## config.mk

```make
export PLATFORM = sky130hd
export DESIGN_NAME = sfsr_core
export DESIGN_NICKNAME = d
export VERILOG_FILES = /design/src/rtl/sfsr_buf.v /design/src/rtl/sfsr_core.v
export VERILOG_INCLUDE_DIRS = /design/src /design/src/rtl
export SDC_FILE = /design/constraint.sdc
export NUM_CORES = 1
export LEC_CHECK = 0
export BUFFER_PORTS_ARGS = -buffer_cell sky130_fd_sc_hd__buf_2
export CAP_MARGIN = 10
export CORE_MARGIN = 2
export CORE_UTILIZATION = 59
export DETAILED_ROUTE_END_ITERATION = 10
export PLACE_DENSITY = 0.85
export SYNTH_ARGS = -nofsm -noshare
export SYNTH_HDL_FRONTEND = slang
export SYNTH_SLANG_ARGS = --single-unit
```

## constraint.sdc

```tcl
create_clock -name mclk -period 2.9 [get_ports mclk]
set_input_delay 0.435 -clock mclk [delete_from_list [all_inputs] [get_ports mclk]]
set_output_delay 0.435 -clock mclk [all_outputs]
set_load 0.01 [all_outputs]
```

## src/rtl/sfsr_map.vh

```
// constants for the serial flash status and read path
`ifndef SFSR_MAP_VH
`define SFSR_MAP_VH
// ======================================================
// instruction codes
`define SFSR_OP_STAT_LO 8'h05
`define SFSR_OP_STAT_HI 8'h35
`define SFSR_OP_STAT_WR 8'h01
`define SFSR_OP_WR_EN 8'h06
`define SFSR_OP_WR_DIS 8'h04
`define SFSR_OP_READ 8'h03
`define SFSR_OP_FAST 8'h0b
`define SFSR_OP_DUAL_OUT 8'h3b
`define SFSR_OP_QUAD_OUT 8'h6b
`define SFSR_OP_DUAL_IO 8'hbb
// ======================================================
// status word fields
`define SFSR_BUSY_BIT 0
`define SFSR_WLF_BIT 1
`define SFSR_NV_LO_MASK 8'hfc
`define SFSR_NV_HI_MASK 8'h03
`define SFSR_LOCK1_BIT 0
`define SFSR_QE_BIT 1
`define SFSR_LO_RESET 8'h00
`define SFSR_HI_RESET 8'h00
// ======================================================
// sequence figures
`define SFSR_ADDR_BITS 5'd24
`define SFSR_DUMMY_CLKS 5'd8
`define SFSR_MODE_CLKS 5'd4
`define SFSR_WR_SHORT 5'd8
`define SFSR_WR_LONG 5'd16
`define SFSR_WR_OVER 5'd17
`define SFSR_MODE_KEEP 4'ha
// ======================================================
// timing
`define SFSR_CLK_MHZ 25
`define SFSR_TW_US 10000
`define SFSR_TW_CYC 24'd250000
`endif

```

## src/rtl/sfsr_buf.v

```verilog
// two-entry buffer between array fetch and serial output
`timescale 1ns/1ns
`default_nettype none
module sfsr_buf #(
   parameter W = 8
) (
   input wire mclk,
   input wire rst_n,
   input wire flush,
   input wire in_valid,
   input wire [W-1:0] in_data,
   output reg in_ready,
   output wire out_valid,
   output wire [W-1:0] out_data,
   input wire out_ready
);
   reg [W-1:0] mem_q [0:1];
   reg wp_q;
   reg rp_q;
   reg [1:0] cnt_q;
   wire push = in_valid & in_ready & ~flush;
   wire pop = out_valid & out_ready & ~flush;
   reg [1:0] cnt_d;

   assign out_valid = (cnt_q != 2'd0);
   assign out_data = mem_q[rp_q];

   always @* begin
      cnt_d = cnt_q;
      if (flush)
         cnt_d = 2'd0;
      else if (push & ~pop)
         cnt_d = cnt_q + 2'd1;
      else if (pop & ~push)
         cnt_d = cnt_q - 2'd1;
   end

   always @(posedge mclk or negedge rst_n) begin
      if (!rst_n) begin
         wp_q <= 1'b0;
         rp_q <= 1'b0;
         cnt_q <= 2'd0;
         in_ready <= 1'b1;
      end else begin
         cnt_q <= cnt_d;
         in_ready <= (cnt_d != 2'd2);
         if (flush) begin
            wp_q <= 1'b0;
            rp_q <= 1'b0;
         end else begin
            if (push)
               wp_q <= ~wp_q;
            if (pop)
               rp_q <= ~rp_q;
         end
      end
   end

   always @(posedge mclk) begin
      if (push)
         mem_q[wp_q] <= in_data;
   end
endmodule // sfsr_buf
`default_nettype wire

```

## src/rtl/sfsr_core.v

```verilog
// serial flash status register and read instruction sequencer
`timescale 1ns/1ns
`default_nettype none
`include "sfsr_map.vh"
module sfsr_core #(
   parameter [23:0] TW_CYC = `SFSR_TW_CYC
) (
   input wire mclk,
   input wire rst_n,
   input wire spi_sel_n,
   input wire spi_clk,
   input wire [3:0] io_in,
   output reg [3:0] io_out,
   output reg [3:0] io_oe_n,
   input wire prog_busy,
   output reg arr_req,
   output reg [23:0] arr_addr,
   input wire arr_valid,
   input wire [7:0] arr_data,
   output wire arr_ready,
   output reg [7:0] status_word_low,
   output reg [7:0] status_word_high
);
   localparam [3:0] S_IDLE = 4'd0;
   localparam [3:0] S_OP = 4'd1;
   localparam [3:0] S_ADDR = 4'd2;
   localparam [3:0] S_MODE = 4'd3;
   localparam [3:0] S_DUMMY = 4'd4;
   localparam [3:0] S_DATA = 4'd5;
   localparam [3:0] S_STAT = 4'd6;
   localparam [3:0] S_WRS = 4'd7;
   localparam [3:0] S_END = 4'd8;
   localparam [3:0] S_IGN = 4'd9;
   localparam [7:0] NV_LO = `SFSR_NV_LO_MASK;
   localparam [7:0] NV_HI = `SFSR_NV_HI_MASK;
   // output lane widths
   localparam [1:0] W1 = 2'd0;
   localparam [1:0] W2 = 2'd1;
   localparam [1:0] W4 = 2'd2;
   // ======================================================
   // lane mapping of one output beat
   function [3:0] lanes;
      input [7:0] b;
      input [2:0] ph;
      input [1:0] w;
      reg [7:0] sh;
      begin
         sh = b << ph;
         case (w)
            W1: lanes = {2'b00, sh[7], 1'b0};
            W2: lanes = {2'b00, sh[7], sh[6]};
            default: lanes = sh[7:4];
         endcase
      end
   endfunction

   function [3:0] enables_n;
      input [1:0] w;
      begin
         case (w)
            W1: enables_n = 4'hd;
            W2: enables_n = 4'hc;
            default: enables_n = 4'h0;
         endcase
      end
   endfunction

   // ======================================================
   // pin synchronisers
   reg sel_m, sel_s, sel_p;
   reg clk_m, clk_s, clk_p;
   reg [3:0] io_m, io_s;
   always @(posedge mclk or negedge rst_n) begin
      if (!rst_n) begin
         sel_m <= 1'b1;
         sel_s <= 1'b1;
         sel_p <= 1'b1;
         clk_m <= 1'b0;
         clk_s <= 1'b0;
         clk_p <= 1'b0;
         io_m <= 4'h0;
         io_s <= 4'h0;
      end else begin
         sel_m <= spi_sel_n;
         sel_s <= sel_m;
         sel_p <= sel_s;
         clk_m <= spi_clk;
         clk_s <= clk_m;
         clk_p <= clk_s;
         io_m <= io_in;
         io_s <= io_m;
      end
   end
   wire sel_fall = sel_p & ~sel_s;
   wire sel_rise = ~sel_p & sel_s;
   wire active = ~sel_s;
   wire rise = active & clk_s & ~clk_p;
   wire fall = active & ~clk_s & clk_p;
   // ======================================================
   // status state
   reg [7:2] nv_lo_q;
   reg [1:0] nv_hi_q;
   reg wlf_q;
   reg wip_q;
   reg [23:0] tw_cnt_q;
   wire busy = wip_q | prog_busy;
   wire four_lane_enable = nv_hi_q[`SFSR_QE_BIT];
   wire [7:0] stat_lo = {nv_lo_q, wlf_q, busy};
   wire [7:0] stat_hi = {6'h00, nv_hi_q};
   // ======================================================
   // sequencer state
   reg [3:0] st_q;
   reg [4:0] cnt_q;
   reg [7:0] op_q;
   reg [15:0] wd_q;
   reg [23:0] addr_q;
   reg [7:0] mode_q;
   reg cont_q;
   reg dio_q;
   reg dmy_q;
   reg hi_q;
   reg [1:0] ow_q;
   reg [2:0] ph_q;
   reg [7:0] ob_q;
   wire [7:0] op_nx = {op_q[6:0], io_s[0]};
   wire [23:0] addr_nx = dio_q ? {addr_q[21:0], io_s[1], io_s[0]}
                               : {addr_q[22:0], io_s[0]};
   wire [4:0] addr_step = dio_q ? 5'd2 : 5'd1;
   wire [7:0] mode_nx = {mode_q[5:0], io_s[1], io_s[0]};
   // ======================================================
   // array fetch path
   reg fetch_on_q;
   reg pend_q;
   reg drop_q;
   reg [23:0] fa_q;
   wire buf_valid;
   wire [7:0] buf_data;
   wire pop = fall & (st_q == S_DATA) & (ph_q == 3'd0);
   wire hs = arr_valid & arr_ready;
   sfsr_buf #(.W(8)) u_buf (
      .mclk(mclk),
      .rst_n(rst_n),
      .flush(sel_rise),
      .in_valid(arr_valid & ~drop_q),
      .in_data(arr_data),
      .in_ready(arr_ready),
      .out_valid(buf_valid),
      .out_data(buf_data),
      .out_ready(pop)
   );

   always @(posedge mclk or negedge rst_n) begin
      if (!rst_n) begin
         arr_req <= 1'b0;
         arr_addr <= 24'h000000;
         pend_q <= 1'b0;
         drop_q <= 1'b0;
      end else begin
         arr_req <= 1'b0;
         if (hs) begin
            pend_q <= 1'b0;
            drop_q <= 1'b0;
         end
         if (sel_rise & pend_q & ~hs)
            drop_q <= 1'b1;
         if (fetch_on_q & ~sel_rise & ~pend_q & ~drop_q & arr_ready) begin
            arr_req <= 1'b1;
            arr_addr <= fa_q;
            pend_q <= 1'b1;
         end
      end
   end

   // ======================================================
   // instruction sequencer
   always @(posedge mclk or negedge rst_n) begin
      if (!rst_n) begin
         st_q <= S_IDLE;
         cnt_q <= 5'd0;
         op_q <= 8'h00;
         wd_q <= 16'h0000;
         addr_q <= 24'h000000;
         mode_q <= 8'h00;
         cont_q <= 1'b0;
         dio_q <= 1'b0;
         dmy_q <= 1'b0;
         hi_q <= 1'b0;
         ow_q <= W1;
         ph_q <= 3'd0;
         ob_q <= 8'h00;
         fetch_on_q <= 1'b0;
         fa_q <= 24'h000000;
         io_out <= 4'h0;
         io_oe_n <= 4'hf;
         nv_lo_q <= 6'h00;
         nv_hi_q <= 2'h0;
         wlf_q <= 1'b0;
         wip_q <= 1'b0;
         tw_cnt_q <= 24'h000000;
         status_word_low <= `SFSR_LO_RESET;
         status_word_high <= `SFSR_HI_RESET;
      end else begin
         status_word_low <= stat_lo;
         status_word_high <= stat_hi;
         if (wip_q) begin
            if (tw_cnt_q == 24'h000001) begin
               wip_q <= 1'b0;
               wlf_q <= 1'b0;
            end
            tw_cnt_q <= tw_cnt_q - 24'h000001;
         end
         if (fetch_on_q & ~pend_q & ~drop_q & arr_ready)
            fa_q <= fa_q + 24'h000001;
         if (sel_fall) begin
            cnt_q <= 5'd0;
            op_q <= 8'h00;
            ph_q <= 3'd0;
            if (cont_q) begin
               st_q <= S_ADDR;
               dio_q <= 1'b1;
               dmy_q <= 1'b0;
               ow_q <= W2;
               if (busy)
                  st_q <= S_IGN;
            end else
               st_q <= S_OP;
         end else if (sel_rise) begin
            st_q <= S_IDLE;
            fetch_on_q <= 1'b0;
            io_oe_n <= 4'hf;
            if (st_q == S_END && op_q == `SFSR_OP_WR_EN)
               wlf_q <= 1'b1;
            if (st_q == S_END && op_q == `SFSR_OP_WR_DIS)
               wlf_q <= 1'b0;
            if (st_q == S_WRS && (cnt_q == `SFSR_WR_SHORT || cnt_q == `SFSR_WR_LONG)) begin
               wip_q <= 1'b1;
               tw_cnt_q <= TW_CYC;
               if (cnt_q == `SFSR_WR_SHORT) begin
                  nv_lo_q <= wd_q[7:2] & NV_LO[7:2];
                  nv_hi_q <= 2'h0;
               end else begin
                  nv_lo_q <= wd_q[15:10] & NV_LO[7:2];
                  nv_hi_q <= wd_q[1:0] & NV_HI[1:0];
               end
            end
         end else if (rise) begin
            case (st_q)
               S_OP: begin
                  op_q <= op_nx;
                  cnt_q <= cnt_q + 5'd1;
                  if (cnt_q == 5'd7) begin
                     cnt_q <= 5'd0;
                     dio_q <= 1'b0;
                     dmy_q <= 1'b1;
                     case (op_nx)
                        `SFSR_OP_STAT_LO, `SFSR_OP_STAT_HI: begin
                           st_q <= S_STAT;
                           hi_q <= (op_nx == `SFSR_OP_STAT_HI);
                           ow_q <= W1;
                        end
                        `SFSR_OP_STAT_WR:
                           st_q <= (wlf_q & ~busy) ? S_WRS : S_IGN;
                        `SFSR_OP_WR_EN, `SFSR_OP_WR_DIS:
                           st_q <= S_END;
                        `SFSR_OP_READ: begin
                           st_q <= busy ? S_IGN : S_ADDR;
                           dmy_q <= 1'b0;
                           ow_q <= W1;
                        end
                        `SFSR_OP_FAST: begin
                           st_q <= busy ? S_IGN : S_ADDR;
                           ow_q <= W1;
                        end
                        `SFSR_OP_DUAL_OUT: begin
                           st_q <= busy ? S_IGN : S_ADDR;
                           ow_q <= W2;
                        end
                        `SFSR_OP_QUAD_OUT: begin
                           st_q <= (busy | ~four_lane_enable) ? S_IGN : S_ADDR;
                           ow_q <= W4;
                        end
                        `SFSR_OP_DUAL_IO: begin
                           st_q <= busy ? S_IGN : S_ADDR;
                           dio_q <= 1'b1;
                           dmy_q <= 1'b0;
                           ow_q <= W2;
                        end
                        default: st_q <= S_IGN;
                     endcase
                  end
               end
               S_ADDR: begin
                  addr_q <= addr_nx;
                  cnt_q <= cnt_q + addr_step;
                  if (cnt_q + addr_step == `SFSR_ADDR_BITS) begin
                     cnt_q <= 5'd0;
                     fa_q <= addr_nx;
                     fetch_on_q <= 1'b1;
                     st_q <= dio_q ? S_MODE : (dmy_q ? S_DUMMY : S_DATA);
                  end
               end
               S_MODE: begin
                  mode_q <= mode_nx;
                  cnt_q <= cnt_q + 5'd1;
                  if (cnt_q == `SFSR_MODE_CLKS - 5'd1) begin
                     cont_q <= (mode_nx[7:4] == `SFSR_MODE_KEEP);
                     st_q <= S_DATA;
                  end
               end
               S_DUMMY: begin
                  cnt_q <= cnt_q + 5'd1;
                  if (cnt_q == `SFSR_DUMMY_CLKS - 5'd1)
                     st_q <= S_DATA;
               end
               S_WRS: begin
                  wd_q <= {wd_q[14:0], io_s[0]};
                  if (cnt_q != `SFSR_WR_OVER)
                     cnt_q <= cnt_q + 5'd1;
               end
               S_END: st_q <= S_IGN;
               default: st_q <= st_q;
            endcase
         end else if (fall && (st_q == S_STAT || st_q == S_DATA)) begin
            // one beat per falling edge, new byte when phase wraps
            ph_q <= ph_q + (3'd1 << ow_q);
            io_oe_n <= enables_n(ow_q);
            if (ph_q == 3'd0) begin
               if (st_q == S_STAT) begin
                  ob_q <= hi_q ? stat_hi : stat_lo;
                  io_out <= lanes(hi_q ? stat_hi : stat_lo, 3'd0, W1);
               end else begin
                  ob_q <= buf_data;
                  io_out <= lanes(buf_data, 3'd0, ow_q);
               end
            end else
               io_out <= lanes(ob_q, ph_q, ow_q);
         end
      end
   end
endmodule // sfsr_core
`default_nettype wire

```

==> run summary, run 1 <==
status - finished, final reports clean
vias per cell - 5.93
synth top area cells - dfrtp_1 (46%), mux2_2 (5.8%), mux2i_1 (5.6%), edfxtp_1 (4.6%), nand2_1 (4.5%)
slowest CP cell - dfrtp_1
data required time of the critical path - 3260 ps
PortBufs - 59
Synth-to-Final Area Change - 12.1%
#FFs+latches synth - 213
Hold Crit Class - primary input to flop
max_slew headroom - 55.1%
Netlist cell types - 69
nets - 1077
per-cell routed wire length - 16.9 um
setup tns final - 0 ps
antenna-violating nets left - 0
DP Area - 10900 um2
WP data arrival - 2980 ps
worst skew pair latency - 500 ps
Clock Pin Slew Worst Setup and Hold Paths - 60 ps
cell taking the most area after synthesis - dfrtp_1
CP most frequent cell - o21ai_0
Max Clk Rate - 383 MHz
crit path launch type - flop
DRC violations left - 0
Mapped Cells - 992
initial antenna violation count - 0
Rows - 48
CTS Root Cell - clkbuf_16
top cell type's share of synthesized area - 45.9%
MaxCap Viol Count - 0
fraction of registers with async set/reset - 92.5%
Die X - 137 um
Final Hold Viols - 0
crit-path cells - inv_1 > ha_1 > fa_1 > nand3b_1 > o21ai_0 > nand3_1 > buf_4 > nand2_1 > o21ai_0
core area - 17200 um2
vias after detailed routing - 7612
Peak VDD IR - 524 uV
Crit Path Max Fanout - 21
Seq/Total Area, Yosys - 52.3%
Sink Count - 213
global-route wire length before repair - 36500 um
crit share post-route - 90.0%
Mapped Area - 10400 um2
DRT Pass-1 Iters - 5
GP Congestion - 0.939
Initial Util - 60.1%
CTS resizes - 0
minimum clock period after layout - 2610 ps
Final HPWL DP - 14900 um
Setup Viol. Count Final - 0
largest net degree at the start of global routing - 79
# Post-CTS Setup Buffers - 0
power per cell area - 595 nW/um2
Yosys warning count - 0
WP buf/inv - 2
most frequent cells after synthesis - dfrtp_1 (190), nand2_1 (123), nor2_1 (84)
top_reg_cell synth - dfrtp_1
Die Span Y - 137 um
EDFF count, synth - 16
CTS Hold Bufs - 1
syn avg cell area - 10.4 um2
fillers - 1250
grt total ovfl - 0
GRT Resource Usage Total - 24.2%
WS Path Type - flop to flop
drt initial violations - 514
Worst Setup End Kind - flop
final WL - 21700 um
Clock Path Buffers - 3
count leader, synth - dfrtp_1
CTS tree - done
area of the die - 18600 um2
fin. max-slew vios - 0
CTS H-tree depth - 1
share of cells above drive strength 1 - 17.4%
post-route cell area - 11600 um2
Worst Tran Pin Value - 673 ps
CP peak stage delay - 510 ps
crit-path leading delay family - adder cells
antenna diode count - 0
Clock Skew - 13.8 ps
vias in the first global route - 7599
TritonCTS Buffers - 22
RSZ-0062 raised after global routing - no
I/O pin cnt - 68
leakage - 5.40 nW
Design Power - 6.91 mW
-- routing by layer --
metal / routed length, um / vias to the layer above / GRT usage (%)
met2: 10700 / 236 / 40.7
met1: 9200 / 3734 / 32.3
li1: - / 3586 / -
met5: 0 / - / 0
met4: 689 / 0 / 8.28
met3: 1090 / 56 / 3.59
-- cell usage in the layout, fill, tap and decap left out, types with 6 or more instances in the layout --
| cell type | netlist | final |
|---|---|---|
| dfrtp_1 | 190 | 190 |
| and2_1 | 8 | 8 |
| inv_1 | 26 | 26 |
| nand3b_1 | 9 | 9 |
| dfstp_2 | 7 | 7 |
| and3_1 | 9 | 9 |
| a211oi_1 | 7 | 7 |
| nand2b_1 | 6 | 6 |
| a21oi_1 | 38 | 38 |
| nand2_1 | 123 | 123 |
| ha_1 | 12 | 12 |
| clkbuf_16 | 0 | 23 |
| nand3_1 | 16 | 16 |
| o21ai_0 | 66 | 66 |
| nand4_1 | 12 | 12 |
| xnor2_1 | 27 | 27 |
| conb_1 | 1 | 6 |
| xor2_1 | 27 | 27 |
| clkbuf_1 | 34 | 6 |
| nor2_1 | 84 | 84 |
| mux2i_1 | 58 | 58 |
| buf_4 | 7 | 22 |
| nor4_1 | 7 | 7 |
| a31oi_1 | 16 | 16 |
| mux2_2 | 53 | 53 |
| buf_2 | 15 | 58 |
| edfxtp_1 | 16 | 16 |
| nor2b_1 | 6 | 6 |
| nor3_1 | 25 | 25 |
-- through the flow --
| step | std cells | utilization [%] | setup WS [ps] | hold slack, ps |
|---|---|---|---|---|
| global placement | 1245 | 63.2 | 406 | 336 |
| finish | 1283 | 67.4 | 289 | 29.0 |
| global route | 1283 | 67.4 | 139 | 19.5 |
| CTS | 1283 | 67.4 | 322 | 17.4 |
| floorplan | 997 | - | 394 | 139 |
| detailed placement | 1245 | 63.2 | 348 | 341 |
-- worst paths after layout --
path,startpoint,endpoint,slack [ps],cells past startpoint
min,spi_sel_n,sel_m,30,1
max,dio_q,fa_q[8],290,9
min reg2reg,clk_m,clk_s,350,0
max in group asynchronous,rst_n,wd_q[15],1610,3
max reg2reg,dio_q,fa_q[8],290,9
min in group asynchronous,rst_n,tw_cnt_q[23],530,2
-- cell families (layout without fill, tap and decap cells) --
logic type / after synthesis / in the layout / synth area share, %
simple gates: 337 / 337 / 15.6
flops: 213 / 213 / 52.3
compound gates: 174 / 174 / 10.3
mux: 113 / 113 / 11.8
buf+inv: 86 / 147 / 3.55
xor+xnor: 54 / 54 / 4.57
fa+ha+maj: 14 / 14 / 1.84
other cells: 1 / 6 / 0.0362
-- power by group --
part	internal, mW	total (mW)	switching [mW]
logic	0.357	0.847	0.490
registers	3.16	3.33	0.166
clock network	1.64	2.73	1.09
-- registers in the layout (all words and copies together), names as in the netlist, 2 cells and up --
register,count
cnt_q,5
op_q,8
addr_q,23
u_buf.cnt_q,2
io_out,4
fa_q,24
io_m,2
wd_q,16
nv_hi_q,2
status_word_high,2
io_oe_n,3
tw_cnt_q,24
status_word_low,8
mode_q,6
nv_lo_q,6
ow_q,2
io_s,2
ph_q,3
st_q,4
ob_q,8
arr_addr,24
u_buf.mem_q,16
-- area by class of cell --
cell class / count / area (um2) / area share [%]
inverter: 26 / 97.6 / 0.840
clock buffer: 33 / 653 / 5.62
timing repair buffer: 84 / 519 / 4.47
tap: 225 / 282 / 2.42
sequential: 213 / 5420 / 46.7
multi-input combinational: 698 / 4590 / 39.5
clock inverter: 4 / 52.6 / 0.452
Note: power is estimated with default switching activity, not from simulation.
==> run 2: changes to the inputs <==
--- a/config.mk
+++ b/config.mk
@@ -11,6 +11,7 @@
 export CORE_MARGIN = 2
 export CORE_UTILIZATION = 59
 export DETAILED_ROUTE_END_ITERATION = 10
+export MAX_ROUTING_LAYER = met4
 export PLACE_DENSITY = 0.85
 export SYNTH_ARGS = -nofsm -noshare
 export SYNTH_HDL_FRONTEND = slang
==> run 2 against run 1 <==
  * The run now ends with negative hold slack left
  * Core utilization increased by 0.11 points
  * Combinational power decreased by 4.4%
  * Clock power increased by 7.7%
  * Critical path depth decreased by 1
  * Power increased by 2.8%
  * Clock skew decreased by 1.1 ps
  * Maximum frequency decreased by 2.7%
  * Non-clock buffer count decreased by 5
  * Largest power group unchanged
==> run summary, run 2 (synthesis results as in run 1) <==
setup slack after layout - 216 ps (was 289 ps)
vias after detailed routing - 7637 (was 7612)
Worst Setup End Kind - flop (unchanged)
largest net degree at the start of global routing - 90 (was 79)
fin. max-slew vios - 0 (unchanged)
Gate power share - 11.4% (was 12.3%)
Design Power - 7.10 mW (was 6.91 mW)
Initial Util - 60.1% (unchanged)
violated checks - negative hold slack
vias in the first global route - 7401 (was 7599)
initial antenna violation count - 0 (unchanged)
Switch Pwr - 1.82 mW (was 1.75 mW)
R2R Setup Slk - 220 ps (was 290 ps)
Hold Crit Class - primary input to asynchronous set/reset pin (was primary input to flop)
Crit Path Max Fanout - 22 (was 21)
per-cell routed wire length - 17.1 um (was 16.9 um)
nets - 1073 (was 1077)
TritonCTS Buffers - 23 (was 22)
power per cell area - 611 nW/um2 (was 595 nW/um2)
pre-CTS setup slack - 290 ps (was 348 ps)
Peak VDD IR - 798 uV (was 524 uV)
antenna-violating nets left - 0 (unchanged)
core area - 17200 um2 (unchanged)
status - complete, but fails checks (was finished, final reports clean)
Clk network pwr share - 41.4% (was 39.5%)
data required time of the critical path - 3270 ps (was 3260 ps)
max_slew headroom - 52.6% (was 55.1%)
Final Hold Viols - 19 (was 0)
final core occ - 67.5% (was 67.4%)
DRC violations left - 0 (unchanged)
Final HPWL DP - 14500 um (was 14900 um)
highest-count cells in the layout ignoring fill and taps - dfrtp_1 (190), nand2_1 (123), nor2_1 (84) (unchanged)
MaxCap Viol Count - 0 (unchanged)
Setup Viol. Count Final - 0 (unchanged)
Worst R2R Path Depth - 8 (was 9)
commonest non-fill, non-tap cell in the layout - dfrtp_1 (unchanged)
crit path launch type - flop (unchanged)
area of the die - 18600 um2 (unchanged)
worst skew pair latency - 510 ps (was 500 ps)
Worst Tran Pin Value - 711 ps (was 673 ps)
antenna diode count - 0 (unchanged)
Final Hold Slack - -12.0 ps (was 29.0 ps)
Sw Ratio - 25.7% (was 25.3%)
post-route cell area - 11600 um2 (about the same)
PortBufs - 59 (unchanged)
CTS resizes - 0 (unchanged)
DP Area - 10900 um2 (about the same)
WP data arrival - 3060 ps (was 2980 ps)
Clock Path Buffers - 3 (unchanged)
leakage - 5.41 nW (was 5.40 nW)
CTS tree - done (unchanged)
sequential power share - 47.2% (was 48.2%)
global-route wire length before repair - 36000 um (was 36500 um)
Die X - 137 um (unchanged)
RSZ-0062 raised after global routing - no (unchanged)
Reg2Reg Launch Point - dio_q (unchanged)
vias per cell - 5.96 (was 5.93)
area used by multi-input combinational logic - 4590 um2 (unchanged)
share of cells above drive strength 1 - 17.8% (was 17.4%)
WS Path Type - flop to flop (unchanged)
Largest regs - arr_addr (24), fa_q (24), tw_cnt_q (24) (unchanged)
Clock Skew - 12.7 ps (was 13.8 ps)
crit share post-route - 92.6% (was 90.0%)
CTS Hold Bufs - 0 (was 1)
R2R Path End - fa_q[23] (was fa_q[8])
CTS Root Cell - clkbuf_16 (unchanged)
Register Area - 5420 um2 (unchanged)
I/O pin cnt - 68 (unchanged)
Die Span Y - 137 um (unchanged)
Int Power - 5.28 mW (was 5.16 mW)
Sink Count - 213 (unchanged)
GP Congestion - 0.941 (was 0.939)
fillers - 1231 (was 1250)
DRT Pass-1 Iters - 7 (was 5)
minimum clock period after layout - 2680 ps (was 2610 ps)
# Post-CTS Setup Buffers - 0 (unchanged)
GRT Resource Usage Total - 24.6% (was 24.2%)
placed cells - 1241 (was 1245)
Max Clk Rate - 373 MHz (was 383 MHz)
Rows - 48 (unchanged)
drt initial violations - 575 (was 514)
final cell count without fillers - 1282 (was 1283)
grt total ovfl - 0 (unchanged)
setup tns final - 0 ps (unchanged)
Clock Pin Slew Worst Setup and Hold Paths - 60 ps (about the same)
CTS H-tree depth - 1 (unchanged)
final WL - 21900 um (was 21700 um)
Synth-to-Final Area Change - 12.3% (was 12.1%)
run 2: cell types whose count changed in the layout (fill, tap and decap cells not counted), sizes merged:
cell	before	now
dlygate4sd3	1	0
clkbuf	34	28
clkinvlp	0	2
clkinv	3	9
bufinv	1	3
buf	82	78
run 2: worst max-delay path by stage:
stage | from | endpoint | cells after the start
5_1_grt | st_q[2] | ob_q[1] | 6
6_report | dio_q | fa_q[23] | 8
4_1_cts | dio_q | fa_q[23] | 8
2_1_floorplan | dio_q | fa_q[1] | 11
3_3_place_gp | dio_q | fa_q[23] | 9
3_5_place_dp | dio_q | fa_q[23] | 8
run 2: critical path, stage by stage (launching register included):
cell,delay (ps)
dfrtp_1,460
inv_1,150
ha_1,240
fa_1,490
nor2_1,410
nand3_1,220
buf_4,280
a211oi_1,240
a21oi_1,60
run 2: area by class of cell:
| class | instances | share of cell area (%) |
|---|---|---|
| multi-input cells | 698 | 39.5 |
| repair buffers | 79 | 4.12 |
| clock buffers | 27 | 5.25 |
| inverters | 26 | 0.839 |
| flip-flops and latches | 213 | 46.6 |
| clock inverters | 14 | 1.32 |
| well taps | 225 | 2.42 |
run 2: power groups by stage:
stage                     clock network, mW  registers [mW]  logic (mW)
after detailed placement                  0            3.39       0.791
after CTS                              2.98            3.34       0.805
after floorplan                           0            3.30       0.627
final                                  2.94            3.35       0.810
after global routing                   3.12            3.38       0.897
after global placement                    0            3.38       0.757
run 2: layer usage:
metal / up-vias / global-route usage (%) / share of wire [%]
li1: 3581 / - / -
met1: 3751 / 32.6 / 43
met2: 248 / 39.5 / 49
met3: 57 / 3.33 / 5.6
met4: 0 / 8.33 / 2.6
met5: - / - / 0
